`src/design/bus_cmd_pkg.sv`:
```
// Purpose: shared constants for the bus command decoder
// Assumes: 8-bit command bytes, bit 7 ignored under attention
// Notes: all bus pins are active low at the pins
package bus_cmd_pkg;
  localparam logic [6:0] CMD_GO_LOCAL = 7'h01;
  localparam logic [6:0] CMD_SEL_CLEAR = 7'h04;
  localparam logic [6:0] CMD_TRIGGER = 7'h08;
  localparam logic [6:0] CMD_LOCKOUT = 7'h11;
  localparam logic [6:0] CMD_DEV_CLEAR = 7'h14;
  localparam logic [6:0] CMD_POLL_EN = 7'h18;
  localparam logic [6:0] CMD_POLL_DIS = 7'h19;
  localparam logic [6:0] CMD_UNLISTEN = 7'h3f;
  localparam logic [6:0] CMD_UNTALK = 7'h5f;
  localparam logic [1:0] GRP_UNIV = 2'h0;
  localparam logic [1:0] GRP_LISTEN = 2'h1;
  localparam logic [1:0] GRP_TALK = 2'h2;
  localparam logic [1:0] GRP_SECOND = 2'h3;
  localparam int ADDR_W = 5;
  localparam int SYNC_N = 3;
endpackage

```
`src/design/bus_cmd_decoder.sv`:
```
// Purpose: classify handshaken bus bytes and keep interface state
// Assumes: handshake engine delivers BYTE_STB_I with byte and pins
// Notes: bus pins are active low; outputs are active high except SRQ_B_O and EOI_B_O
`timescale 1ns/10ps
`default_nettype none
module bus_cmd_decoder
  import bus_cmd_pkg::*;
(
  input wire logic MCLK_I,
  input wire logic RST_B_I,
  input wire logic BYTE_STB_I,
  input wire logic [7:0] DIO_B_I,
  input wire logic EOI_B_I,
  input wire logic ATN_B_I,
  input wire logic IFC_B_I,
  input wire logic REN_B_I,
  input wire logic [ADDR_W-1:0] PRIMARY_ADDR_I,
  input wire logic SERVICE_NEED_I,
  input wire logic TX_LAST_I,
  output logic DATA_VALID_O,
  output logic [7:0] DATA_O,
  output logic DATA_LAST_O,
  output logic LISTEN_O,
  output logic TALK_O,
  output logic REMOTE_O,
  output logic LOCKOUT_O,
  output logic POLL_MODE_O,
  output logic TRIGGER_O,
  output logic CLEAR_O,
  output logic SRQ_B_O,
  output logic SRQ_OE_O,
  output logic EOI_B_O,
  output logic EOI_OE_O
);
  // ==========================================================
  // Uniline synchronisers
  // ==========================================================
  logic ifc_b_s;
  logic ren_b_s;
  pin_sync u_ifc (
    .clk_i(MCLK_I),
    .rst_b_i(RST_B_I),
    .rst_val_i(1'b1),
    .pin_i(IFC_B_I),
    .level_o(ifc_b_s)
  );
  pin_sync u_ren (
    .clk_i(MCLK_I),
    .rst_b_i(RST_B_I),
    .rst_val_i(1'b1),
    .pin_i(REN_B_I),
    .level_o(ren_b_s)
  );

  // ==========================================================
  // Byte decode
  // ==========================================================
  logic [7:0] byte_t;
  logic [6:0] cmd;
  logic [1:0] grp;
  logic atn;
  logic is_cmd;
  logic is_data;
  logic [6:0] my_listen;
  logic [6:0] my_talk;
  assign byte_t = ~DIO_B_I;
  assign cmd = byte_t[6:0];
  assign grp = cmd[6:5];
  assign atn = ~ATN_B_I;
  assign is_cmd = BYTE_STB_I && atn;
  assign is_data = BYTE_STB_I && !atn;
  assign my_listen = {GRP_LISTEN, PRIMARY_ADDR_I};
  assign my_talk = {GRP_TALK, PRIMARY_ADDR_I};

  // ==========================================================
  // Interface state
  // ==========================================================
  logic listen_q, listen_d;
  logic talk_q, talk_d;
  logic remote_q, remote_d;
  logic lock_q, lock_d;
  logic poll_q, poll_d;
  logic trig_q, trig_d;
  logic clr_q, clr_d;
  logic dv_q, dv_d;
  logic [7:0] data_q, data_d;
  logic last_q, last_d;

  always_comb begin
    listen_d = listen_q;
    talk_d = talk_q;
    remote_d = remote_q;
    lock_d = lock_q;
    poll_d = poll_q;
    trig_d = 1'b0;
    clr_d = 1'b0;
    dv_d = is_data;
    data_d = is_data ? byte_t : data_q;
    last_d = is_data ? ~EOI_B_I : last_q;
    if (is_cmd) begin
      unique case (grp)
        GRP_UNIV: begin
          if (cmd == CMD_LOCKOUT) begin
            lock_d = 1'b1;
          end else if (cmd == CMD_DEV_CLEAR) begin
            clr_d = 1'b1;
          end else if (cmd == CMD_POLL_EN) begin
            poll_d = 1'b1;
          end else if (cmd == CMD_POLL_DIS) begin
            poll_d = 1'b0;
          end else if (listen_q) begin
            if (cmd == CMD_SEL_CLEAR) begin
              clr_d = 1'b1;
            end else if (cmd == CMD_GO_LOCAL) begin
              remote_d = 1'b0;
              lock_d = 1'b0;
            end else if (cmd == CMD_TRIGGER) begin
              trig_d = 1'b1;
            end
          end
          // poll config and take control ignored
        end
        GRP_LISTEN: begin
          if (cmd == CMD_UNLISTEN) begin
            listen_d = 1'b0;
          end else if (cmd == my_listen) begin
            listen_d = 1'b1;
          end
        end
        GRP_TALK: begin
          if (cmd == CMD_UNTALK) begin
            talk_d = 1'b0;
          end else begin
            // own talk address, other clears us
            talk_d = (cmd == my_talk);
          end
        end
        GRP_SECOND: begin
        end
      endcase
    end
    if (clr_d) begin
      poll_d = 1'b0;
    end
    if (!ren_b_s) begin
      if (is_cmd && cmd == my_listen) begin
        remote_d = 1'b1;
      end
    end else begin
      remote_d = 1'b0;
      lock_d = 1'b0;
    end
    if (!ifc_b_s) begin
      listen_d = 1'b0;
      talk_d = 1'b0;
      poll_d = 1'b0;
    end
  end

  always_ff @(posedge MCLK_I) begin
    if (!RST_B_I) begin
      listen_q <= 1'b0;
      talk_q <= 1'b0;
      remote_q <= 1'b0;
      lock_q <= 1'b0;
      poll_q <= 1'b0;
      trig_q <= 1'b0;
      clr_q <= 1'b0;
      dv_q <= 1'b0;
      data_q <= 8'h00;
      last_q <= 1'b0;
    end else begin
      listen_q <= listen_d;
      talk_q <= talk_d;
      remote_q <= remote_d;
      lock_q <= lock_d;
      poll_q <= poll_d;
      trig_q <= trig_d;
      clr_q <= clr_d;
      dv_q <= dv_d;
      data_q <= data_d;
      last_q <= last_d;
    end
  end

  // ==========================================================
  // Service request and end marker drivers
  // ==========================================================
  // request held while need stands
  assign SRQ_OE_O = SERVICE_NEED_I;
  assign SRQ_B_O = ~SERVICE_NEED_I;
  // end marker with last sent byte
  assign EOI_OE_O = talk_q && TX_LAST_I;
  assign EOI_B_O = ~(talk_q && TX_LAST_I);
  // attention, clear and remote are inputs only

  assign DATA_VALID_O = dv_q;
  assign DATA_O = data_q;
  assign DATA_LAST_O = last_q;
  assign LISTEN_O = listen_q;
  assign TALK_O = talk_q;
  assign REMOTE_O = remote_q;
  assign LOCKOUT_O = lock_q;
  assign POLL_MODE_O = poll_q;
  assign TRIGGER_O = trig_q;
  assign CLEAR_O = clr_q;
endmodule // bus_cmd_decoder
`default_nettype wire

```
`src/design/pin_sync.sv`:
```
// Purpose: three-stage synchroniser for one asynchronous pin
// Assumes: output changes only when stages two and three agree
// Notes: first stage is read only by the second stage
`timescale 1ns/10ps
`default_nettype none
module pin_sync
  import bus_cmd_pkg::*;
(
  input wire logic clk_i,
  input wire logic rst_b_i,
  input wire logic rst_val_i,
  input wire logic pin_i,
  output logic level_o
);
  logic [SYNC_N-1:0] st_q;
  logic [SYNC_N-1:0] st_d;
  logic lvl_q;
  logic lvl_d;

  always_comb begin
    st_d = {st_q[SYNC_N-2:0], pin_i};
    lvl_d = (st_q[1] == st_q[2]) ? st_q[2] : lvl_q;
  end

  always_ff @(posedge clk_i) begin
    if (!rst_b_i) begin
      st_q <= {SYNC_N{rst_val_i}};
      lvl_q <= rst_val_i;
    end else begin
      st_q <= st_d;
      lvl_q <= lvl_d;
    end
  end

  assign level_o = lvl_q;
endmodule // pin_sync
`default_nettype wire

```
`config.mk`:
```
export PLATFORM = sky130hd
export DESIGN_NAME = bus_cmd_decoder
export DESIGN_NICKNAME = d
export VERILOG_FILES = /design/src/design/bus_cmd_pkg.sv /design/src/design/bus_cmd_decoder.sv /design/src/design/pin_sync.sv
export SDC_FILE = /design/constraint.sdc
export NUM_CORES = 1
export LEC_CHECK = 0
export BUFFER_PORTS_ARGS = -buffer_cell sky130_fd_sc_hd__buf_2
export CAP_MARGIN = 5
export CORE_MARGIN = 2
export CORE_UTILIZATION = 25
export DETAILED_ROUTE_END_ITERATION = 16
export GPL_ROUTABILITY_DRIVEN = 0
export PLACE_DENSITY = 0.57
export SLEW_MARGIN = 20
export SYNTH_ARGS = -nofsm -noshare
export SYNTH_HDL_FRONTEND = slang
export SYNTH_HIERARCHICAL = 1
export SYNTH_SLANG_ARGS = --single-unit
```
`constraint.sdc`:
```
create_clock -name MCLK_I -period 1.1 [get_ports MCLK_I]
set_input_delay 0.165 -clock MCLK_I [delete_from_list [all_inputs] [get_ports MCLK_I]]
set_output_delay 0.165 -clock MCLK_I [all_outputs]
set_load 0.03 [all_outputs]
```
### After elaboration in Yosys (flattened, before gate mapping)

Cells that the tools add are included.

| storage, ports and cells | value |
|---|---|
| register bits after elaboration | 25 |
| bits of input ports | 22 |
| output and inout port bits | 21 |
| word-level logic and storage cells | 97 |

| operators by class | value |
|---|---|
| equality and inequality tests | 24 |
| mux-type cells | 25 |
| bitwise operators | 12 |
| reductions and logical operators | 22 |

Operators with widths:

| cell | count |
|---|---|
| == test 7 x 5 -> 1 bit, second input constant | 4 |
| 2-to-1 mux 1 bit | 25 |
| nonzero test 2 bit | 8 |
| NOT 1 bit | 11 |
| inequality test 2 x 1 -> 1 bit, second input constant | 5 |
| OR reduction 10 bit | 1 |
| AND reduction 9 bit | 1 |
| inequality test 2 bit, second input constant | 4 |
| NOT 8 bit | 1 |
| AND reduction 8 bit | 1 |
| == test 7 x 1 -> 1 bit, second input constant | 1 |
| == test 7 x 3 -> 1 bit, second input constant | 1 |
| == test 7 x 4 -> 1 bit, second input constant | 1 |
| == test 7 x 6 -> 1 bit | 1 |
| == test 7 x 6 -> 1 bit, second input constant | 1 |
| == test 7 bit | 1 |
| == test 7 bit, second input constant | 1 |
| AND reduction 5 bit | 1 |
| logical AND 1 bit | 4 |
| AND reduction 2 bit | 2 |
| AND reduction 3 bit | 1 |
| OR reduction 3 bit | 1 |
| == test 1 bit | 2 |
| == test 2 x 1 -> 1 bit, second input constant | 1 |
| other kinds (3) | 3 |

### Depth between registers and ports, before layout

Gate-level depths: netlist (run 1).

| depth | value |
|---|---|
| depth after elaboration | 12 |
| gate-level depth with buffers | 5 |
| gate-level depth less buffers | 4 |

### Hierarchy

The synthesis (run 1) kept the hierarchy.

By module, submodules not included:

| module | instances | cells each | area each (µm²) | seq. area each (µm²) |
|---|---|---|---|---|
| bus_cmd_decoder | 1 | 84 | 793.3 | 340.3 |
| pin_sync | 2 | 15 | 146.4 | 90.1 |

### Worst setup path after synthesis (run 1)

OpenSTA, ideal clock, no wires.

| timing | value |
|---|---|
| kind | register -> output |
| start | reg talk_q (netlist: TALK_O) |
| end | out EOI_OE_O |
| arrival time | 1.075 ns |
| required time | 0.935 ns |
| path slack | -0.140 ns |
| stages on the path, launching flop included | 3 |
| path buffers | 0 |
| cells stage by stage | dfxtp_1 > nand2_1 > inv_1 |

| between the ends | value |
|---|---|
| longest elaborated chain between the ends | 1 |

Ends and longest elaborated chain:

| element | line | source |
|---|---|---|
| from (decl) | bus_cmd_decoder.sv:79 | `logic talk_q, talk_d;` |
| from (signal assigned) | bus_cmd_decoder.sv:174 | `talk_q <= talk_d;` |
| logical AND 1 bit | bus_cmd_decoder.sv:193 | `assign EOI_OE_O = talk_q && TX_LAST_I;` |
| to (decl) | bus_cmd_decoder.sv:33 | `output logic EOI_OE_O` |

No other way between the ends.

### Final worst setup path (run 1)

| timing | value |
|---|---|
| start | reg talk_q (netlist: TALK_O) |
| end | out EOI_B_O |

| between the ends | value |
|---|---|
| longest elaborated chain between the ends | 2 |

Ends and longest elaborated chain:

| element | line | source |
|---|---|---|
| logical AND 1 bit | bus_cmd_decoder.sv:194 | `assign EOI_B_O = ~(talk_q && TX_LAST_I);` |
| NOT 1 bit | bus_cmd_decoder.sv:194 |  |
| to (decl) | bus_cmd_decoder.sv:32 | `output logic EOI_B_O,` |

No other way between the ends.

==> metrics.log, run 1 <==
INFO  metric ant_nets = 0
INFO  metric die_height = 69.9 um
INFO  metric grt_max_degree = 19
INFO  metric hold_ws = 75.0 ps
INFO  metric worst_hold_class = primary input to flop
INFO  metric worstPathBufferInverterCount = 1
INFO  metric post_drt_wl_per_cell = 11.2 um
INFO  metric synthDominantCellAreaShare = 42.4%
INFO  metric synth-seq-cells = 25
INFO  metric drc = 0
INFO  metric worst_setup_slack_after_layout = 72.6 ps
INFO  metric final-instance-count-excl-fill = 223
INFO  metric layout-drive-gt1-share = approximately two fifths
INFO  metric cts-buffers-inserted = 3
INFO  metric die_w = 69.9 um
INFO  metric rr_startpoint = LISTEN_O$_SDFFE_PN0P_
INFO  metric wirelength = 2.50 mm
INFO  metric drt-initial-drc-count = 26
INFO  metric total_power = 0.00190 W
INFO  metric post_synth_inst_count = approximately 110
INFO  metric worst_clock_skew = 7.02 ps
INFO  metric num-nets-final = about 200
INFO  metric final-setup-viol-count = 0
INFO  metric timing.critical_path.arrival = 860 ps
INFO  metric netlist_top_cells_area = sky130_fd_sc_hd__dfxtp_1 42%, sky130_fd_sc_hd__nand2_1 11%, sky130_fd_sc_hd__o211a_1 8.3%, sky130_fd_sc_hd__edfxtp_1 5.5%, sky130_fd_sc_hd__xnor2_1 4.0%
INFO  metric synth_enable_flop_cells = 2
INFO  metric core-area = 4090 um2
INFO  metric dpl_ws = -159 ps
INFO  metric synth.top_cells.by_count = 32 x sky130_fd_sc_hd__nand2_1, 23 x sky130_fd_sc_hd__dfxtp_1, 9 x sky130_fd_sc_hd__o211a_1
INFO  metric final_max_slew_viol_count = 0
INFO  metric clkSinkCount = 25
INFO  metric setup.reg_to_reg.worst_slack = roughly 100 ps
INFO  metric synth.most_common_cell = sky130_fd_sc_hd__nand2_1
INFO  metric timing.final.hold_violations = 0
INFO  metric design.portCount = 43
INFO  metric setup_crit_end_kind = output port
INFO  metric crit_path_cell_trace = nand2_2 > buf_2
INFO  metric synth_area_leader_cell = sky130_fd_sc_hd__dfxtp_1
INFO  metric layout_worst_path_cycle_share = 93.4%
INFO  metric htree_levels = 1
INFO  metric hold_path.startpoint = IFC_B_I
INFO  metric cts_buffer_depth = 2
INFO  metric timing.max_cap.violations = 0
INFO  metric dieArea = between 4000 and 5000 um2
INFO  metric worst_skew_pair.late_latency = 270 ps
INFO  metric leakagePower = 0.817 nW
INFO  metric worst_path_largest_cell_delay = approximately 340 ps
INFO  metric drt_pre_antenna_iters = 4
INFO  metric slowest_stage = sky130_fd_sc_hd__dfxtp_2
INFO  metric initial_core_util = between 20% and 30%
INFO  metric depth_of_the_most_critical_reg_to_reg_path = 3
INFO  metric synthesis.area = 1090 um2
INFO  metric max_clock_freq = between 0.9 and 1 GHz
INFO  metric io_buffer_count = 42
INFO  metric grt_pass1_wl = approximately 4.3 mm
INFO  metric worst-setup-path-type = flop to output port
INFO  metric overflow = 0
INFO  metric synth_cell_types = 34
INFO  metric detail_route.vias_per_cell = 4.28
INFO  metric path_max_fanout = 3
INFO  metric clock_tree_from_tritoncts = built
INFO  metric async_reset_ff_share = 0%
INFO  metric grt_util_all_layers = 10.9%
INFO  metric rr_endpoint = CLEAR_O$_SDFF_PN0_
INFO  metric rsz0062_at_grt = no
INFO  metric antenna_found_initial = 0
INFO  metric required = 940 ps
INFO  metric dp_hpwl = roughly 2.0 mm
INFO  metric core.rowCount = 23
INFO  metric kind_of_launch_point_of_the_worst_setup_path = flop
INFO  metric clk_pin_slew_worst_paths = around 100 ps
INFO  metric whs_path_depth = 3
INFO  metric synth_sequential_area_ratio = a little under half
INFO  metric power-per-cell-area = 1240 nW/um2
INFO  metric avgSynthCellArea = around 9.5 um2
INFO  metric finalCriticalPeriod = 1030 ps
INFO  metric via_count_of_the_first_global_routing_pass = 906
INFO  metric yosysWarnings = 6
INFO  metric numPlacedInstances = 218
INFO  metric leading_register_cell_type_out_of_synthesis = sky130_fd_sc_hd__dfxtp_1
INFO  metric irDropWorstVdd = 734 uV
INFO  metric run_status = complete, no violations
INFO  metric ctsRootBufferMaster = sky130_fd_sc_hd__clkbuf_8
INFO  metric syn2layout_area_growth = 41.0%
INFO  metric antenna-diode-count = 0
INFO  metric routed-via-count = 954
INFO  metric finalSetupTns = 0 ps
INFO  metric holdPathEnd = u_ifc/st_q[0]$_DFF_P_
INFO  metric cp_top_family = flip-flops
final cells by class:
class	instances	area, um2
clock buffers	3	41.3
clock inverters	1	8.76
fillers	433	2550
inverters	3	11.3
multi-input cells	83	539
flip-flops and latches	25	523
well taps	50	62.6
repair buffers	58	345
per-layer routing:
layer / global-route usage [%] / part of all wire, %
met1: 14.5 / 47
met2: 17.7 / 46
met3: 3.75 / 6.7
met4: 1.28 / 0.40
met5: 0 / 0
stage by stage:
| stage | area (um2) | util, % |
|---|---|---|
| final | 1530 | 37.5 |
| after floorplan | 1090 | - |
| after CTS | 1520 | 37.2 |
| after global routing | 1530 | 37.5 |
| after detailed placement | 1470 | 36.0 |
| after global placement | 1470 | 36.0 |
layout by cell type (no fill, tap or decap), types with 2 or more instances in the layout:
master	n
sky130_fd_sc_hd__xor2_1	2
sky130_fd_sc_hd__nand4b_1	2
sky130_fd_sc_hd__conb_1	2
sky130_fd_sc_hd__nor4bb_1	2
sky130_fd_sc_hd__and2_1	2
sky130_fd_sc_hd__edfxtp_1	2
sky130_fd_sc_hd__buf_2	41
sky130_fd_sc_hd__nand3_1	2
sky130_fd_sc_hd__nand2b_4	2
sky130_fd_sc_hd__a21oi_1	2
sky130_fd_sc_hd__nor3_1	2
sky130_fd_sc_hd__inv_1	2
sky130_fd_sc_hd__nand2b_1	2
sky130_fd_sc_hd__nor2_1	3
sky130_fd_sc_hd__xnor2_1	5
sky130_fd_sc_hd__dfxtp_1	21
sky130_fd_sc_hd__o211a_1	9
sky130_fd_sc_hd__buf_4	16
sky130_fd_sc_hd__clkbuf_8	3
sky130_fd_sc_hd__nand2_1	31
sky130_fd_sc_hd__dfxtp_2	2
where the power goes:
| part | internal, W | leakage, nW | total [W] | switching (W) |
|---|---|---|---|---|
| clock network | 0.000266 | 0.0261 | 0.000582 | 0.000316 |
| logic | 0.000146 | 0.580 | 0.000328 | 0.000182 |
| registers | 0.000972 | 0.211 | 0.000994 | 0.0000219 |
tightest hold or removal path, delay by kind of cell:
family | cells | cell delay [ps]
buffers and inverters | 1 | 70
AND/OR/NAND/NOR | 2 | 90
how the worst max path moves through the flow:
stage,start,depth (start not counted),slack [ps],to
after floorplan,DIO_B_I[3],4,5,TALK_O$_SDFFE_PN0P_
after global placement,ATN_B_I,5,-160,CLEAR_O$_SDFF_PN0_
after detailed placement,ATN_B_I,5,-160,CLEAR_O$_SDFF_PN0_
after CTS,TALK_O$_SDFFE_PN0P_,3,30,EOI_OE_O
after global routing,LISTEN_O$_SDFFE_PN0P_,3,1,CLEAR_O$_SDFF_PN0_
final,TALK_O$_SDFFE_PN0P_,2,70,EOI_B_O
kinds of logic (layout without fill, tap and decap cells):
kind of cell,Yosys count,after routing,synth area share [%]
DFF,25,25,47.9
xor gates and xnor gates,7,7,5.65
and+or+nand+nor,58,58,28.9
other,1,2,0.345
buffers and inverters,7,65,3.00
muxes,1,1,0.922
AOI/OAI and AO/OA,15,15,13.2
timing repair:
item                       4_1_cts  5_1_grt
resized for setup                1        2
setup buffers                    0        1
setup endpoints to repair        1        1
hold buffers                     0        0
flip-flops by register name, indices dropped and copies added (netlist names):
name	count
TRIGGER_O	1
LOCKOUT_O	1
u_ifc/st_q	3
u_ifc/level_o	1
TALK_O	1
u_ren/st_q	3
DATA_LAST_O	1
CLEAR_O	1
u_ren/level_o	1
REMOTE_O	1
DATA_VALID_O	1
DATA_O	8
POLL_MODE_O	1
LISTEN_O	1
Note: power is estimated with default switching activity, not from simulation.
==> inputs of run 2 (changes only) <==
--- a/config.mk
+++ b/config.mk
@@ -8,10 +8,11 @@
 export BUFFER_PORTS_ARGS = -buffer_cell sky130_fd_sc_hd__buf_2
 export CAP_MARGIN = 5
 export CORE_MARGIN = 2
-export CORE_UTILIZATION = 25
+export CORE_UTILIZATION = 42
 export DETAILED_ROUTE_END_ITERATION = 16
 export GPL_ROUTABILITY_DRIVEN = 0
-export PLACE_DENSITY = 0.57
+export PLACE_DENSITY = 0.82
+export SKIP_CTS_REPAIR_TIMING = 1
 export SLEW_MARGIN = 20
 export SYNTH_ARGS = -nofsm -noshare
 export SYNTH_HDL_FRONTEND = slang
==> run 2 against run 1 <==
  * Critical path depth is 1 higher
  * Clock-buffer cell count did not move
  * Cell count shrank 8.5%
  * Worst hold slack lost 35 ps
  * Largest power group unchanged
  * Non-clock buffer count up 1
  * Total power decreased by 8.8%
  * Register-to-register slack is essentially flat
  * Maximum frequency shrank 2.6%
  * Routed wire length grew 2.6%
==> metrics.log, run 2 (synthesis results as in run 1) <==
INFO  metric dieArea = 3010 um2 (was 4890 um2)
INFO  metric worst_skew_pair.late_latency = 310 ps (was 270 ps)
INFO  metric timing.critical_path.arrival = 890 ps (was 860 ps)
INFO  metric crit_path_cell_trace = nand2_2 > inv_2 > buf_6 (was nand2_2 > buf_2)
INFO  metric core-area = 2450 um2 (was 4090 um2)
INFO  metric layout_worst_path_cycle_share = 95.9% (was 93.4%)
INFO  metric num-nets-final = 197 (was 196)
INFO  metric ant_nets = 0 (unchanged)
INFO  metric finalSetupTns = 0 ps (unchanged)
INFO  metric pwr-share-seq = 57.3% (was 52.2%)
INFO  metric routedLengthMet1 = 1.02 mm (was 1.17 mm)
INFO  metric required = 940 ps (about the same)
INFO  metric wl_met3 = 125 um (was 166 um)
INFO  metric worst_clock_skew = 6.35 ps (was 7.02 ps)
INFO  metric syn2layout_area_growth = 40.0% (was 41.0%)
INFO  metric die_w = 54.9 um (was 69.9 um)
INFO  metric number_of_flip_flops_in_the_largest_register = 8 (unchanged)
INFO  metric post_drt_wl_per_cell = 12.6 um (was 11.2 um)
INFO  metric core.rowCount = 18 (was 23)
INFO  metric final-setup-viol-count = 0 (unchanged)
INFO  metric antenna-diode-count = 0 (unchanged)
INFO  metric worst_hold_class = primary input to flop (unchanged)
INFO  metric power.combinational.fraction = 19.7% (was 17.2%)
INFO  metric drc = 0 (unchanged)
INFO  metric setup_crit_end_kind = output port (unchanged)
INFO  metric rsz0062_at_grt = yes (was no)
INFO  metric worstPathBufferInverterCount = 2 (was 1)
INFO  metric io_buffer_count = 42 (unchanged)
INFO  metric clkSinkCount = 25 (unchanged)
INFO  metric overflow = 0 (unchanged)
INFO  metric timing.max_cap.violations = 0 (unchanged)
INFO  metric die_height = 54.9 um (was 69.9 um)
INFO  metric worst-setup-path-type = flop to output port (unchanged)
INFO  metric leakagePower = 0.814 nW (was 0.817 nW)
INFO  metric power-per-cell-area = 1140 nW/um2 (was 1240 nW/um2)
INFO  metric met2_length = 1.39 mm (was 1.15 mm)
INFO  metric kind_of_launch_point_of_the_worst_setup_path = flop (unchanged)
INFO  metric hold_ws = 40.0 ps (was 75.0 ps)
INFO  metric htree_levels = 1 (unchanged)
INFO  metric cts_buffer_depth = 2 (unchanged)
INFO  metric routed-via-count = 1035 (was 954)
INFO  metric ctsRootBufferMaster = sky130_fd_sc_hd__clkbuf_4 (was sky130_fd_sc_hd__clkbuf_8)
INFO  metric layout-drive-gt1-share = 42.0% (was 41.6%)
INFO  metric highest-signal-layer = met4 (unchanged)
INFO  metric max_clock_freq = 0.948 GHz (was 0.973 GHz)
INFO  metric dpl_ws = -206 ps (was -159 ps)
INFO  metric grt_max_degree = 19 (unchanged)
INFO  metric cts-buffers-inserted = 3 (unchanged)
INFO  metric finalCriticalPeriod = 1060 ps (was 1030 ps)
INFO  metric mostFrequentLayoutCell = sky130_fd_sc_hd__buf_2 (unchanged)
INFO  metric drt_pre_antenna_iters = 4 (unchanged)
INFO  metric cp_top_family = flip-flops (unchanged)
INFO  metric via_count_of_the_first_global_routing_pass = 951 (was 906)
INFO  metric worst_path_largest_cell_delay = 360 ps (was 340 ps)
INFO  metric design.portCount = 43 (unchanged)
INFO  metric dp_hpwl = 2.03 mm (was 1.96 mm)
INFO  metric clk_pin_slew_worst_paths = 130 ps (was 100 ps)
INFO  metric clock_power_share = 23.0% (was 30.6%)
INFO  metric drt-initial-drc-count = 12 (was 26)
INFO  metric clock_tree_from_tritoncts = built (unchanged)
INFO  metric grt_pass1_wl = 3.95 mm (was 4.31 mm)
INFO  metric slowest_stage = sky130_fd_sc_hd__dfxtp_2 (unchanged)
INFO  metric detail_route.vias_per_cell = 5.07 (was 4.28)
INFO  metric antenna_found_initial = 0 (unchanged)
INFO  metric final_cell_mix = 36 x sky130_fd_sc_hd__buf_2, 31 x sky130_fd_sc_hd__nand2_1, 21 x sky130_fd_sc_hd__dfxtp_1 (was 41 x sky130_fd_sc_hd__buf_2, 31 x sky130_fd_sc_hd__nand2_1, 21 x sky130_fd_sc_hd__dfxtp_1)
INFO  metric wirelength = 2.56 mm (was 2.50 mm)
INFO  metric irDropWorstVdd = 1120 uV (was 734 uV)
INFO  metric setup.reg_to_reg.worst_slack = 90 ps (was 100 ps)
INFO  metric run_status = complete, no violations (unchanged)
INFO  metric grt_util_all_layers = 18.7% (was 10.9%)
INFO  metric p_int = 0.00126 W (was 0.00138 W)
INFO  metric timing.final.hold_violations = 0 (unchanged)
INFO  metric initial_core_util = 44.2% (was 26.6%)
INFO  metric path_max_fanout = 3 (unchanged)
INFO  metric p_switching = 0.000477 W (was 0.000520 W)
INFO  metric final_max_slew_viol_count = 0 (unchanged)
INFO  metric total_power = 0.00174 W (was 0.00190 W)
INFO  metric switching_share = 27.4% (was 27.3%)
INFO  metric worst_setup_slack_after_layout = 44.8 ps (was 72.6 ps)
## run 2: cell types whose count changed in the layout (fill, tap and decap cells not counted), sizes merged
cell | previous run | this run
clkbuf | 3 | 6
inv | 4 | 3
buf | 58 | 56
clkinv | 0 | 1
## run 2: final cells by class
| cell class | instances | area (um2) |
|---|---|---|
| clock buffers | 3 | 22.5 |
| clock inverters | 1 | 5.00 |
| well taps | 30 | 37.5 |
| repair buffers | 59 | 369 |
| flip-flops and latches | 25 | 523 |
| inverters | 3 | 11.3 |
| fillers | 225 | 935 |
| multi-input cells | 83 | 552 |
## run 2: stage by stage
| step | cells | cell area (um2) | util, % |
|---|---|---|---|
| after floorplan | 115 | 1090 | - |
| after global placement | 199 | 1450 | 59.2 |
| after detailed placement | 199 | 1450 | 59.2 |
| after CTS | 203 | 1480 | 60.3 |
| after global routing | 204 | 1520 | 61.9 |
| final | 204 | 1520 | 61.9 |
## run 2: path summary, 6_finish.rpt
kind,start,endpoint,cells after the start
worst max-delay path,TALK_O$_SDFFE_PN0P_,EOI_OE_O,3
worst min-delay path,IFC_B_I,u_ifc/st_q[0]$_DFF_P_,3
worst max register to register,LISTEN_O$_SDFFE_PN0P_,CLEAR_O$_SDFF_PN0_,3
worst min register to register,u_ifc/st_q[0]$_DFF_P_,u_ifc/st_q[1]$_DFF_P_,2
## run 2: power by group through the flow
stage	clock, W	sequential (W)	combinational [W]
floorplan	0	0.00106	0.000135
global placement	0	0.00101	0.000325
detailed placement	0	0.00102	0.000337
CTS	0.000422	0.000996	0.000338
global route	0.000462	0.00100	0.000372
finish	0.000400	0.000995	0.000342
## run 2: worst reg2reg max path, cell delays in order, from the launching register on
cell and delay (ps):
sky130_fd_sc_hd__dfxtp_2 380, sky130_fd_sc_hd__inv_1 100, sky130_fd_sc_hd__a2111oi_4 320, sky130_fd_sc_hd__and2_1 180
## run 2: layer usage
layer	vias up	GRT usage, %
li1	514	-
met1	485	21.9
met2	32	30.6
met3	4	3.83
met4	0	12.1
met5	-	0
==> inputs of run 3 (changes only) <==
--- a/config.mk
+++ b/config.mk
@@ -7,13 +7,14 @@
 export LEC_CHECK = 0
 export BUFFER_PORTS_ARGS = -buffer_cell sky130_fd_sc_hd__buf_2
 export CAP_MARGIN = 5
+export CELL_PAD_IN_SITES_DETAIL_PLACEMENT = 0
+export CELL_PAD_IN_SITES_GLOBAL_PLACEMENT = 1
 export CORE_MARGIN = 2
-export CORE_UTILIZATION = 42
+export CORE_UTILIZATION = 34
 export DETAILED_ROUTE_END_ITERATION = 16
 export GPL_ROUTABILITY_DRIVEN = 0
-export PLACE_DENSITY = 0.82
+export PLACE_DENSITY = 0.86
 export SKIP_CTS_REPAIR_TIMING = 1
-export SLEW_MARGIN = 20
 export SYNTH_ARGS = -nofsm -noshare
 export SYNTH_HDL_FRONTEND = slang
 export SYNTH_HIERARCHICAL = 1
==> constraint.sdc (replaced) <==
create_clock -name MCLK_I -period 1.2 [get_ports MCLK_I]
set_input_delay 0.18 -clock MCLK_I [delete_from_list [all_inputs] [get_ports MCLK_I]]
set_output_delay 0.18 -clock MCLK_I [all_outputs]
set_load 0.03 [all_outputs]
==> run 3 against run 2 <==
  * Register-to-register slack better by 40 ps
  * Setup slack better by 33 ps
  * Worst hold slack better by 18 ps
  * Clock skew is 2.8 ps lower
  * Critical path depth stayed put
  * Critical endpoint unchanged
==> metrics.log, run 3 (synthesis results as in run 1) <==
INFO  metric switching_share = 27.0% (was 27.4%)
INFO  metric initial_core_util = 35.6% (was 44.2%)
INFO  metric htree_levels = 1 (unchanged)
INFO  metric clk_pin_slew_worst_paths = 130 ps (about the same)
INFO  metric clock_power_share = 23.1% (was 23.0%)
INFO  metric drt-initial-drc-count = 30 (was 12)
INFO  metric worst-setup-path-type = flop to output port (unchanged)
INFO  metric nFillCells = 315 (was 225)
INFO  metric clock_tree_from_tritoncts = built (unchanged)
INFO  metric num-nets-final = 192 (was 197)
INFO  metric run_status = complete, no violations (unchanged)
INFO  metric final_max_slew_viol_count = 0 (unchanged)
INFO  metric syn2layout_area_growth = 35.0% (was 40.0%)
INFO  metric leakagePower = 0.784 nW (was 0.814 nW)
INFO  metric p_int = 0.00115 W (was 0.00126 W)
INFO  metric worst_setup_slack_after_layout = 77.8 ps (was 44.8 ps)
INFO  metric wirelength = 2.60 mm (was 2.56 mm)
INFO  metric via_count_of_the_first_global_routing_pass = 932 (was 951)
INFO  metric post_drt_wl_per_cell = 12.2 um (was 12.6 um)
INFO  metric ant_nets = 0 (unchanged)
INFO  metric total_power = 0.00157 W (was 0.00174 W)
INFO  metric grt_util_all_layers = 14.4% (was 18.7%)
INFO  metric die_height = 60.5 um (was 54.9 um)
INFO  metric p_switching = 0.000425 W (was 0.000477 W)
INFO  metric mostFrequentLayoutCell = sky130_fd_sc_hd__buf_2 (unchanged)
INFO  metric worst_skew_pair.late_latency = 310 ps (about the same)
INFO  metric layout_worst_path_cycle_share = 93.5%
INFO  metric setup_crit_end_kind = output port (unchanged)
INFO  metric dpl_ws = -77.9 ps (was -206 ps)
INFO  metric power.combinational.fraction = 19.0% (was 19.7%)
INFO  metric layout-drive-gt1-share = 38.5% (was 42.0%)
INFO  metric clkSinkCount = 25 (unchanged)
INFO  metric drc = 0 (unchanged)
INFO  metric die_w = 60.5 um (was 54.9 um)
INFO  metric worst_clock_skew = 3.51 ps (was 6.35 ps)
INFO  metric number_of_flip_flops_in_the_largest_register = 8 (unchanged)
INFO  metric kind_of_launch_point_of_the_worst_setup_path = flop (unchanged)
INFO  metric irDropWorstVdd = 400 uV (was 1120 uV)
INFO  metric hold_ws = 58.0 ps (was 40.0 ps)
INFO  metric power-per-cell-area = 1070 nW/um2 (was 1140 nW/um2)
INFO  metric final-setup-viol-count = 0 (unchanged)
INFO  metric finish.instance_area = 1470 um2 (was 1520 um2)
INFO  metric detail_route.vias_per_cell = 4.73 (was 5.07)
INFO  metric timing.max_cap.violations = 0 (unchanged)
INFO  metric pwr-share-seq = 57.9% (was 57.3%)
INFO  metric timing.final.hold_violations = 0 (unchanged)
INFO  metric dieArea = 3660 um2 (was 3010 um2)
INFO  metric worst_hold_class = primary input to flop (unchanged)
INFO  metric io_buffer_count = 42 (unchanged)
INFO  metric path_max_fanout = 3 (unchanged)
INFO  metric core-area = 3050 um2 (was 2450 um2)
INFO  metric grt_max_degree = 19 (unchanged)
INFO  metric ctsRootBufferMaster = sky130_fd_sc_hd__clkbuf_4 (unchanged)
INFO  metric placed_cell_area = 1430 um2 (was 1450 um2)
INFO  metric cts_buffer_depth = 2 (unchanged)
INFO  metric required = 1020 ps (was 940 ps)
INFO  metric antenna_found_initial = 0 (unchanged)
INFO  metric drt_pre_antenna_iters = 4 (unchanged)
INFO  metric antenna-diode-count = 0 (unchanged)
INFO  metric routed-via-count = 1007 (was 1035)
INFO  metric overflow = 0 (unchanged)
INFO  metric grt_pass1_wl = 3.91 mm (was 3.95 mm)
INFO  metric timing.critical_path.arrival = 940 ps (was 890 ps)
INFO  metric max_clock_freq = 0.891 GHz
INFO  metric dp_hpwl = 2.06 mm (was 2.03 mm)
INFO  metric finalCriticalPeriod = 1120 ps
INFO  metric rsz0062_at_grt = no (was yes)
INFO  metric layout.core_utilization = 48.0% (was 61.9%)
INFO  metric final_cell_mix = 41 x sky130_fd_sc_hd__buf_2, 32 x sky130_fd_sc_hd__nand2_1, 22 x sky130_fd_sc_hd__dfxtp_1 (was 36 x sky130_fd_sc_hd__buf_2, 31 x sky130_fd_sc_hd__nand2_1, 21 x sky130_fd_sc_hd__dfxtp_1)
INFO  metric cts-buffers-inserted = 3 (unchanged)
INFO  metric core.rowCount = 20 (was 18)
INFO  metric design.portCount = 43 (unchanged)
==> run 3: final timing paths <==
| check | start | end | slack (ps) | cells after the start |
|---|---|---|---|---|
| worst max-delay path | TALK_O$_SDFFE_PN0P_ | EOI_OE_O | 80 | 3 |
| worst min-delay path | IFC_B_I | u_ifc/st_q[0]$_DFF_P_ | 60 | 3 |
| worst max register to register | LISTEN_O$_SDFFE_PN0P_ | CLEAR_O$_SDFF_PN0_ | 130 | 3 |
| worst min register to register | u_ren/st_q[0]$_DFF_P_ | u_ren/st_q[1]$_DFF_P_ | 440 | 2 |
==> run 3: critical path, stage by stage, from the launching register on <==
cell and delay [ps]:
sky130_fd_sc_hd__dfxtp_2 360, sky130_fd_sc_hd__nand2_1 70, sky130_fd_sc_hd__inv_2 50, sky130_fd_sc_hd__clkbuf_4 170
==> run 3: power groups by stage <==
stage	clock (W)	sequential [W]	combinational [W]
finish	0.000363	0.000912	0.000299
global route	0.000408	0.000918	0.000326
global placement	0	0.000929	0.000289
floorplan	0	0.000971	0.000124
CTS	0.000378	0.000913	0.000300
detailed placement	0	0.000932	0.000298
==> run 3: area by class of cell <==
type	count	area, um2	area share, %
clock buffer	4	26.3	1.79
sequential	25	522	35.6
multi-input combinational	83	537	36.6
tap	44	55.1	3.75
timing repair buffer	54	315	21.5
inverter	3	11.3	0.768
==> run 3: per-stage QoR <==
stage | cells | TNS, ps
after CTS | 212 | 0
after global placement | 208 | -44.7
final | 213 | 0
after floorplan | 115 | 0
after global routing | 213 | 0
after detailed placement | 208 | -266
==> run 3: per-layer routing <==
metal | GRT usage, % | up-vias | share of wire [%]
li1 | - | 501 | -
met1 | 17.1 | 460 | 46
met2 | 25.0 | 42 | 47
met3 | 2.13 | 4 | 6.0
met4 | 7.76 | 0 | 1.6
met5 | 0 | - | 0
